==> src/logic/dtc_pkg.sv <==
// constants and carrier types for the dual timer/counter
// Summary of operation
// - timer function counts machine cycles, six clocks each
// - counter function counts falling edges on count pin
// - count on high-then-low samples, visible next cycle
// - edge recognition takes two machine cycles
// - mode bit 2 selects internal or pin source
// - gate bit 3 adds irq0 pin high condition
// - mode pairs: bits 5:4 timer1, 1:0 timer0
// - modes 0-2 same both timers, 3 differs
// - timer0 mode 3: low byte independent 8-bit
// - timer0 mode 3: high byte timer, timer1 controls
// - timer1 mode 3 stops and holds value
// - optional overflow toggle of timer0 count pin
// - mode 0: 13-bit, high byte plus low five
// - rollover to zero sets overflow flag
// - setting run bit never clears count
// - toggle output high until first overflow
package dtc_pkg;

	localparam int MC_CLOCKS = 6;

	localparam logic [7:0] ADDR_TCTL = 8'h88;
	localparam logic [7:0] ADDR_TIMER_MODE_CONTROL = 8'h89;
	localparam logic [7:0] ADDR_TL0  = 8'h8A;
	localparam logic [7:0] ADDR_TL1  = 8'h8B;
	localparam logic [7:0] ADDR_TH0  = 8'h8C;
	localparam logic [7:0] ADDR_TH1  = 8'h8D;

	localparam logic [7:0] TIMER_MODE_CONTROL_RESET = 8'h00;
	localparam logic [7:0] TCTL_RESET = 8'h00;
	localparam logic [7:0] CNT_RESET  = 8'h00;

	localparam int TIMER_MODE_CONTROL_T0_MODE = 0;
	localparam int TIMER_MODE_CONTROL_T0_SRC  = 2;
	localparam int TIMER_MODE_CONTROL_T0_GATE = 3;
	localparam int TIMER_MODE_CONTROL_T1_MODE = 4;
	localparam int TCTL_RUN0    = 4;
	localparam int TCTL_FLAG0   = 5;
	localparam int TCTL_RUN1    = 6;
	localparam int TCTL_FLAG1   = 7;

	localparam logic [1:0] MODE_13BIT  = 2'h0;
	localparam logic [1:0] MODE_16BIT  = 2'h1;
	localparam logic [1:0] MODE_RELOAD = 2'h2;
	localparam logic [1:0] MODE_SPLIT  = 2'h3;

	localparam logic [4:0] PRESC_MAX = 5'h1F;
	localparam logic [7:0] BYTE_MAX  = 8'hFF;

	typedef struct packed {
		logic       wr;
		logic       rd;
		logic [7:0] addr;
		logic [7:0] wdata;
	} dtc_sfr_req_s;

endpackage

==> src/logic/dtc_fall_detect.sv <==
// machine-cycle sampler and falling-edge detector for the count pin
`timescale 1ns/10ps
module dtc_fall_detect (
	// clock and reset
	input  wire logic clock,
	input  wire logic srst,
	// sampling
	input  wire logic mc_tick,
	input  wire logic pin_level,
	// result
	output logic      count_req
);
	logic samp_prev;
	logic pending;

	// one sample per machine cycle; no duty-cycle filter needed
	always_ff @(posedge clock) begin
		if (srst) begin
			samp_prev <= 1'b0;
			pending   <= 1'b0;
		end else if (mc_tick) begin
			samp_prev <= pin_level;
			pending   <= samp_prev & ~pin_level;
		end
	end

	// detected edge counts at the next machine cycle, two cycles in all
	assign count_req = mc_tick & pending;
endmodule

==> src/logic/dtc_timer.sv <==
// two timer/counters with mode register, control register and pin toggle
`timescale 1ns/10ps
module dtc_timer (
	// clock and reset
	input  wire logic                 clock,
	input  wire logic                 srst,
	// special function register access
	input  wire dtc_pkg::dtc_sfr_req_s sfr_req,
	output logic [7:0]                sfr_rdata,
	// pins
	input  wire logic                 timer0_count_pin_in,
	output logic                      timer0_count_pin_out,
	output logic                      timer0_count_pin_oe_n,
	input  wire logic                 ext_irq0_pin,
	// loose control and status
	input  wire logic                 overflow_toggle_enable,
	output logic                      timer0_overflow_flag,
	output logic                      timer1_overflow_flag
);
	import dtc_pkg::*;

	logic [7:0] timer_mode_control;
	logic       timer0_run;
	logic       timer1_run;
	logic [7:0] timer_low_byte [2];
	logic [7:0] timer_high_byte [2];
	logic [2:0] mc_count;
	logic       toggle_level;

	// machine-cycle prescaler
	wire mc_tick = (mc_count == 3'(MC_CLOCKS - 1));
	always_ff @(posedge clock) begin
		if (srst)
			mc_count <= 3'h0;
		else
			mc_count <= mc_tick ? 3'h0 : mc_count + 3'h1;
	end

	wire edge_req;
	dtc_fall_detect u_fall (
		.clock     (clock),
		.srst      (srst),
		.mc_tick   (mc_tick),
		.pin_level (timer0_count_pin_in),
		.count_req (edge_req)
	);

	// field decode
	wire [1:0] mode0   = timer_mode_control[TIMER_MODE_CONTROL_T0_MODE +: 2];
	wire [1:0] mode1   = timer_mode_control[TIMER_MODE_CONTROL_T1_MODE +: 2];
	wire       src_pin = timer_mode_control[TIMER_MODE_CONTROL_T0_SRC];
	wire       gate0   = timer_mode_control[TIMER_MODE_CONTROL_T0_GATE];

	wire wr_timer_mode_control = sfr_req.wr && sfr_req.addr == ADDR_TIMER_MODE_CONTROL;
	wire wr_tctl = sfr_req.wr && sfr_req.addr == ADDR_TCTL;

	// timer 0 enable and source
	wire en0     = timer0_run & (~gate0 | ext_irq0_pin);
	wire src0    = src_pin ? edge_req : mc_tick;
	// timer 1 stops in mode 3
	wire en1     = timer1_run & (mode1 != MODE_SPLIT) & mc_tick;
	// timer0 mode 3 high byte: machine-cycle timer on timer 1 run bit
	wire hi_inc  = (mode0 == MODE_SPLIT) & timer1_run & mc_tick;
	wire hi_ovf  = hi_inc & (timer_high_byte[0] == BYTE_MAX);

	wire       lo_inc [2];
	wire       lo_ovf [2];
	wire [1:0] tmode  [2];
	assign lo_inc[0] = en0 & src0;
	assign lo_inc[1] = en1;
	assign tmode[0]  = mode0;
	assign tmode[1]  = mode1;

	// one count step: returns {overflow, high, low}
	function automatic logic [16:0] dtc_step(input logic [1:0] mode, input logic [7:0] lo, input logic [7:0] hi);
		logic [16:0] r;
		r = {1'b0, hi, lo};
		case (mode)
			MODE_13BIT: begin
				// upper three low-byte bits are left alone
				r[4:0] = lo[4:0] + 5'h1;
				if (lo[4:0] == PRESC_MAX) begin
					r[15:8] = hi + 8'h1;
					r[16]   = (hi == BYTE_MAX);
				end
			end
			MODE_16BIT: begin
				r = {1'b0, hi, lo} + 17'h1;
			end
			MODE_RELOAD: begin
				r[7:0] = (lo == BYTE_MAX) ? hi : lo + 8'h1;
				r[16]  = (lo == BYTE_MAX);
			end
			default: begin
				// split mode: low byte alone, high byte handled apart
				r[7:0] = lo + 8'h1;
				r[16]  = (lo == BYTE_MAX);
			end
		endcase
		return r;
	endfunction

	// same count path for both timers; only mode 3 differs
	genvar gi;
	generate
		for (gi = 0; gi < 2; gi++) begin : g_tmr
			wire [7:0]  lo_addr = (gi == 0) ? ADDR_TL0 : ADDR_TL1;
			wire [7:0]  hi_addr = (gi == 0) ? ADDR_TH0 : ADDR_TH1;
			wire        wr_lo   = sfr_req.wr && sfr_req.addr == lo_addr;
			wire        wr_hi   = sfr_req.wr && sfr_req.addr == hi_addr;
			wire [16:0] next_val = dtc_step(tmode[gi], timer_low_byte[gi], timer_high_byte[gi]);
			wire        split_hi = (gi == 0) && (mode0 == MODE_SPLIT);
			assign lo_ovf[gi] = lo_inc[gi] & next_val[16];
			always_ff @(posedge clock) begin
				if (srst) begin
					timer_low_byte[gi]  <= CNT_RESET;
					timer_high_byte[gi] <= CNT_RESET;
				end else begin
					if (wr_lo)
						timer_low_byte[gi] <= sfr_req.wdata;
					else if (lo_inc[gi])
						timer_low_byte[gi] <= next_val[7:0];
					if (wr_hi)
						timer_high_byte[gi] <= sfr_req.wdata;
					else if (split_hi && hi_inc)
						timer_high_byte[gi] <= timer_high_byte[gi] + 8'h1;
					else if (!split_hi && lo_inc[gi])
						timer_high_byte[gi] <= next_val[15:8];
				end
			end
		end
	endgenerate

	// overflow sources; timer 1 flag belongs to the split high byte in mode 3
	wire set_tf0 = lo_ovf[0];
	wire set_tf1 = (mode0 == MODE_SPLIT) ? hi_ovf : lo_ovf[1];

	// control registers; hardware set wins over a software clear
	always_ff @(posedge clock) begin
		if (srst) begin
			timer_mode_control   <= TIMER_MODE_CONTROL_RESET;
			timer0_run           <= TCTL_RESET[TCTL_RUN0];
			timer1_run           <= TCTL_RESET[TCTL_RUN1];
			timer0_overflow_flag <= TCTL_RESET[TCTL_FLAG0];
			timer1_overflow_flag <= TCTL_RESET[TCTL_FLAG1];
		end else begin
			if (wr_timer_mode_control)
				timer_mode_control <= sfr_req.wdata;
			if (wr_tctl) begin
				// run bits never touch the counts
				timer0_run <= sfr_req.wdata[TCTL_RUN0];
				timer1_run <= sfr_req.wdata[TCTL_RUN1];
			end
			if (set_tf0)
				timer0_overflow_flag <= 1'b1;
			else if (wr_tctl)
				timer0_overflow_flag <= sfr_req.wdata[TCTL_FLAG0];
			if (set_tf1)
				timer1_overflow_flag <= 1'b1;
			else if (wr_tctl)
				timer1_overflow_flag <= sfr_req.wdata[TCTL_FLAG1];
		end
	end

	// pin toggle; held high while disabled so it starts high
	always_ff @(posedge clock) begin
		if (srst)
			toggle_level <= 1'b1;
		else if (!overflow_toggle_enable)
			toggle_level <= 1'b1;
		else if (set_tf0)
			toggle_level <= ~toggle_level;
	end
	assign timer0_count_pin_out  = toggle_level;
	assign timer0_count_pin_oe_n = ~overflow_toggle_enable;

	// read path; interrupt-edge bits of the control register read zero
	wire [7:0] tctl_view = {timer1_overflow_flag, timer1_run, timer0_overflow_flag, timer0_run, 4'h0};
	logic [7:0] next_rdata;
	always_comb begin
		case (sfr_req.addr)
			ADDR_TCTL: next_rdata = tctl_view;
			ADDR_TIMER_MODE_CONTROL: next_rdata = timer_mode_control;
			ADDR_TL0:  next_rdata = timer_low_byte[0];
			ADDR_TL1:  next_rdata = timer_low_byte[1];
			ADDR_TH0:  next_rdata = timer_high_byte[0];
			ADDR_TH1:  next_rdata = timer_high_byte[1];
			default:   next_rdata = 8'h00;
		endcase
	end
	always_ff @(posedge clock) begin
		if (srst)
			sfr_rdata <= 8'h00;
		else if (sfr_req.rd)
			sfr_rdata <= next_rdata;
	end

	wire any_wr = sfr_req.wr;
endmodule
==> config.mk <==
export PLATFORM = sky130hd
export DESIGN_NAME = dtc_timer
export DESIGN_NICKNAME = d
export VERILOG_FILES = /design/src/logic/dtc_pkg.sv /design/src/logic/dtc_fall_detect.sv /design/src/logic/dtc_timer.sv
export SDC_FILE = /design/constraint.sdc
export NUM_CORES = 1
export LEC_CHECK = 0
export BUFFER_PORTS_ARGS = -buffer_cell sky130_fd_sc_hd__buf_4
export CORE_MARGIN = 2
export CORE_UTILIZATION = 53
export CTS_BUF_LIST = sky130_fd_sc_hd__clkbuf_2
export CTS_CLUSTER_DIAMETER = 80
export CTS_CLUSTER_SIZE = 14
export DETAILED_ROUTE_END_ITERATION = 12
export PLACE_DENSITY = 0.81
export SLEW_MARGIN = 10
export SYNTH_ARGS = -nofsm -noshare
export SYNTH_HDL_FRONTEND = slang
export SYNTH_SLANG_ARGS = --single-unit
==> constraint.sdc <==
create_clock -name clock -period 2.4 [get_ports clock]
set_input_delay 0.6 -clock clock [delete_from_list [all_inputs] [get_ports clock]]
set_output_delay 0.6 -clock clock [all_outputs]
set_load 0.05 [all_outputs]
### Word-level counts from Yosys, hierarchy flattened

Memories as Yosys holds them, arrays and structs flattened.
Index checks and enable logic that the tools add are counted.

| storage, ports and cells | value |
|---|---|
| register bits | 26 |
| RAM bits | 32 |
| input bits | 23 |
| output and inout bits | 12 |
| word-level logic and storage cells | 142 |
| memories kept | 2 |

| operators by class | value |
|---|---|
| add/sub/neg operators | 9 |
| equality and inequality tests | 19 |
| multiplexer cells | 62 |
| bitwise gates (word level) | 25 |
| reductions and logical operators | 15 |

Memory list:

| name | depth | width | rd ports | clocked after Yosys merged registers in | wr ports | RTL line | text |
|---|---|---|---|---|---|---|---|
| timer_high_byte | 2 | 8 | 2 | 0 | 2 | dtc_timer.sv:26 | `logic [7:0] timer_high_byte [2];` |
| timer_low_byte | 2 | 8 | 2 | 0 | 2 | dtc_timer.sv:25 | `logic [7:0] timer_low_byte [2];` |

Operators with widths:

| operator | number |
|---|---|
| $mux W8 | 11 |
| $eq A8 B8 Y1 const B | 10 |
| $pmux W8 S6 | 1 |
| $mux W1 | 40 |
| $add A16 B1 Y17 const B | 2 |
| $add A8 B1 Y8 const B | 4 |
| $pmux W8 S2 | 2 |
| $pmux W5 S3 | 2 |
| $mux W9 | 2 |
| $pmux W3 S3 | 2 |
| $and A1 B1 Y1 | 11 |
| $add A5 B1 Y5 const B | 2 |
| $eq A5 B5 Y1 const B | 2 |
| $or A1 B1 Y1 | 10 |
| $logic_and A1 B1 Y1 | 8 |
| $eq A2 B2 Y1 const B | 3 |
| $eq A2 B1 Y1 const B | 2 |
| $logic_not A2 Y1 | 2 |
| $not A1 Y1 | 4 |
| $pmux W1 S2 | 2 |
| $reduce_bool A2 Y1 | 2 |
| $reduce_or A2 Y1 | 2 |
| $add A3 B1 Y3 const B | 1 |
| $eq A3 B3 Y1 const B | 1 |
| 2 further kinds | 2 |

### Depth between registers and ports, before layout

| depth | value |
|---|---|
| word-level depth | 11 |
| gate-level depth with buffers | 8 |
| mapped depth without buffers | 8 |

### Modules after synthesis

A second synthesis with hierarchy kept.

| second synthesis, totals | value |
|---|---|
| cell total of the unflattened synthesis | 461 |
| area, all modules | 4142.7 um^2 |

By module, submodules not included:

| module | instances | cells each | area each (um^2) | seq. area each (um^2) |
|---|---|---|---|---|
| dtc_timer | 1 | 453 | 4062.6 | 1441.4 |
| dtc_fall_detect | 1 | 8 | 80.1 | 40.0 |

### Least setup slack after synthesis

Ideal clock, no wire load.

| path | value |
|---|---|
| path type | input to register |
| from | input sfr_req[14] in the netlist's numbering |
| to | memory timer_high_byte[1][0], enable pin |
| library setup time | 0.384 ns |
| arrival time | 2.167 ns |
| required time | 2.016 ns |
| slack | -0.151 ns |
| stages on the path | 4 |
| path buffers | 1 |
| cell sequence | or3b_4 or3_1 clkbuf_1 o21ai_0 |

RTL lines:

| element | RTL line | text |
|---|---|---|
| start: declaration | dtc_timer.sv:8 | `input wire dtc_pkg::dtc_sfr_req_s sfr_req,` |
| end: declaration | dtc_timer.sv:26 |  |

==> impl_metrics.py <==
metrics = {
    "timing": {
        "slew_violations": 0,
        "rsz0062_at_grt": "false",
        "min_period_over_period_pct": 94.14,
        "skew_ns": 0.03159,
        "slew_headroom_pct": 66.21,
        "tightest_slew_ns": 0.4941,
        "setup_violations": 0,
        "finalHoldViolations": 0,
        "clock.fmax_mhz": 442.6,
        "period_minus_slack_ns": 2.259,
    },
    "worst_hold_path": {
        "hold_class": "primary input to register",
    },
    "final_layout": {
        "area_growth_pct": 18.38,
        "diodes": 0,
        "design_area_mm2": 0.004915,
        "fill_cells": 634,
        "fin_util_pct": 64.27,
        "layout.nets": 570,
        "regArea_mm2": 0.001481,
        "multi_input_area_mm2": 0.002521,
        "drive_gt1_share_pct": 22.43,
    },
    "placement": {
        "place.gp.congestion": 1.001,
        "postPlaceCellArea_mm2": 0.004785,
        "portBuffers": 34,
        "post-dp-hpwl_mm": 9.644,
    },
    "floorplanning": {
        "coreArea_mm2": 0.007647,
        "dieArea_mm2": 0.008557,
        "io_pins": 35,
        "initial_core_util_pct": 54.29,
        "num_rows": 32,
        "die_w_um": 92.51,
        "die_h_um": 92.51,
    },
    "clocking": {
        "holdBufCountCts": 0,
        "cts_tree": "built",
        "cts_resized": 0,
        "cts_root_buf": "clkbuf_2",
        "clk_path_buf_depth": 2,
        "clk_pin_slew_ns": 0.19,
        "htreeDepth": 3,
        "postCtsSetupBuffers": 0,
        "numCtsBuffers": 9,
        "clock_latency_ns": 0.50,
        "clkSinkCount": 58,
    },
    "yosys": {
        "yosysUniqueCellTypes": 63,
        "syn-num-nets": 502,
        "synthArstFlopShare_pct": 0,
        "synth_edf_count": 32,
        "syn_area_per_cell_um2": 8.986,
        "synth_top_area_share_pct": 23.15,
        "synth_flop_cell": "edfxtp_1",
        "syn_inst": 462,
        "ys_ff_latch": 58,
        "ys_seq_area_share_pct": 35.68,
        "synth_area_mm2": 0.004151,
        "yosysWarnings": 0,
        "yosys.area.top_type": "edfxtp_1",
        "yosys-top-cells-area": "edfxtp_1 23%, dfxtp_1 13%, mux2i_1 6.3%",
    },
    "global_route": {
        "grt_pass1_vias": 3786,
        "grt_util_all_layers_pct": 30.79,
        "grt_pass1_wl_mm": 19.95,
        "grt_max_degree": 22,
        "grt_overflow": 0,
        "antenna_found_initial": 0,
    },
    "drt": {
        "drt_drc_violations_left": 0,
        "drt-total-wl_mm": 12.64,
        "wl_per_cell_um": 19.84,
        "dr.pass1.iters": 6,
        "first_iter_violations": 423,
        "antenna_left": 0,
        "via_per_inst": 6.424,
        "vias": 4092,
    },
    "setup_path": {
        "cp.required_ns": 2.79,
        "crit_type": "register to register",
        "start_kind": "register",
        "cp_max_fo": 4,
        "r2r_slack_ns": 0.14,
        "arrival_ns": 2.65,
        "worst_setup_path_end_kind": "register",
    },
    "power": {
        "vdd_drop_max_v": 0.0004530,
        "powerDensity_mw_per_mm2": 436.9,
        "leakage_nw": 1.904,
    },
    "run": {
        "max_cap_viol_count": 0,
    },
    "run_status": {
        "outcome": "complete, no violations",
    },
}
area by class of cell:
class / count / area share [%]
Clock buffer: 10 / 1.018
Sequential cell: 58 / 30.14
Timing Repair Buffer: 78 / 12.17
Tap cell: 102 / 2.597
Clock inverter: 6 / 1.629
Multi-Input combinational cell: 368 / 51.30
Inverter: 15 / 1.146
layout by cell type (no fill, tap or decap), types with 3 or more instances in the layout:
cell      synthesis  layout
xor2_1           15      15
mux2i_1          26      26
a221o_1           5       5
o31ai_1           4       4
ha_1             17      17
a22oi_1           7       7
a22o_1           10      10
and2_1            3       3
nor2b_1           4       4
a21o_1            4       4
inv_1            15      15
a32oi_1           3       3
nand2_1          38      38
nor4_1            5       5
xnor2_1          12      12
nand3_1          21      21
mux2_2            5       5
dfxtp_1          26      26
edfxtp_1         32      32
nor2_1           45      45
buf_4             0      77
nand4_1           4       4
nor3_1           13      13
clkbuf_2          1      10
a211oi_1          3       3
or2_2             3       3
o22ai_1           6       6
o21ai_1           1       3
a31oi_1           4       4
a221o_2           5       5
nand2b_1          9       9
and4_1            6       6
and3_1            6       6
o21ai_0          31      29
a21oi_1          18      18
nor3b_1           4       4
or3_1             3       3
sequential cells by signal, summed over array words and instances (netlist names):
signal	flops
u_fall.pending	1
timer0_overflow_flag	1
timer_high_byte	16
sfr_rdata	8
mc_count	3
timer0_run	1
timer1_run	1
timer_mode_control	8
timer1_overflow_flag	1
timer0_count_pin_out	1
timer_low_byte	16
u_fall.samp_prev	1
critical path, stage by stage, from the launching register on:
cell	delay [ns]
edfxtp_1	0.47
ha_1	0.24
nand3_1	0.15
inv_1	0.08
ha_1	0.22
a32oi_1	0.34
nor3_1	0.07
or4b_2	0.60
worst paths after layout:
kind | start | depth (start not counted) | to
worst max-delay path | timer_low_byte[0][1]$_DFFE_PP_ | 7 | timer0_count_pin_out$_SDFFE_PP1P_
worst min-delay path | timer0_count_pin_in | 3 | u_fall.samp_prev$_SDFFE_PP0N_
worst max register to register | timer_low_byte[0][1]$_DFFE_PP_ | 7 | timer0_count_pin_out$_SDFFE_PP1P_
worst min register to register | u_fall.samp_prev$_SDFFE_PP0N_ | 2 | u_fall.samp_prev$_SDFFE_PP0N_
cells in the mapped netlist (all sizes together) (12+ instances only):
cell type,count
dfxtp,26
mux2i,26
nand3,21
inv,15
o21ai,33
ha,17
nor3,15
xor2,15
xnor2,12
nand2,38
clkbuf,14
a21oi,18
nor2,45
edfxtp,32
where the power goes:
group / switching [mW] / internal, mW
logic: 0.165 / 0.114
registers: 0.0395 / 1.08
clock network: 0.404 / 0.347
total: 0.608 / 1.54
kinds of logic after synthesis:
family                   share of synthesized area [%]
buffers and inverters                            3.586
adder cells (fa/ha/maj)                          5.123
XOR/XNOR                                         5.696
multiplexers                                     8.167
AND/OR/NAND/NOR                                  22.78
flip-flops                                       35.68
AO/OA/AOI/OAI                                    18.96
stage by stage:
| stage | setup slack (ns) | hold slack, ns | cells | total power, mW | setup TNS [ns] |
|---|---|---|---|---|---|
| 3_5_place_dp | -0.05153 | 0.4507 | 621 | 1.410 | -0.1800 |
| 4_1_cts | 0.1578 | 0.3409 | 637 | 2.136 | 0 |
| 2_1_floorplan | 0.02089 | 0.4315 | 462 | 1.280 | 0 |
| 5_1_grt | 0.04500 | 0.3473 | 637 | 2.204 | 0 |
| 6_report | 0.1406 | 0.3503 | 637 | 2.147 | 0 |
| 3_3_place_gp | 0.001918 | 0.4376 | 621 | 1.402 | 0 |
metal layers:
layer	vias up	global-route usage, %	share of wire [%]
met5	-	0	0
met4	0	15.30	4.4
met3	53	6.835	10
met2	269	46.59	44
met1	1900	41.57	41
li1	1870	-	-
Power figures use the tool's default switching activity.
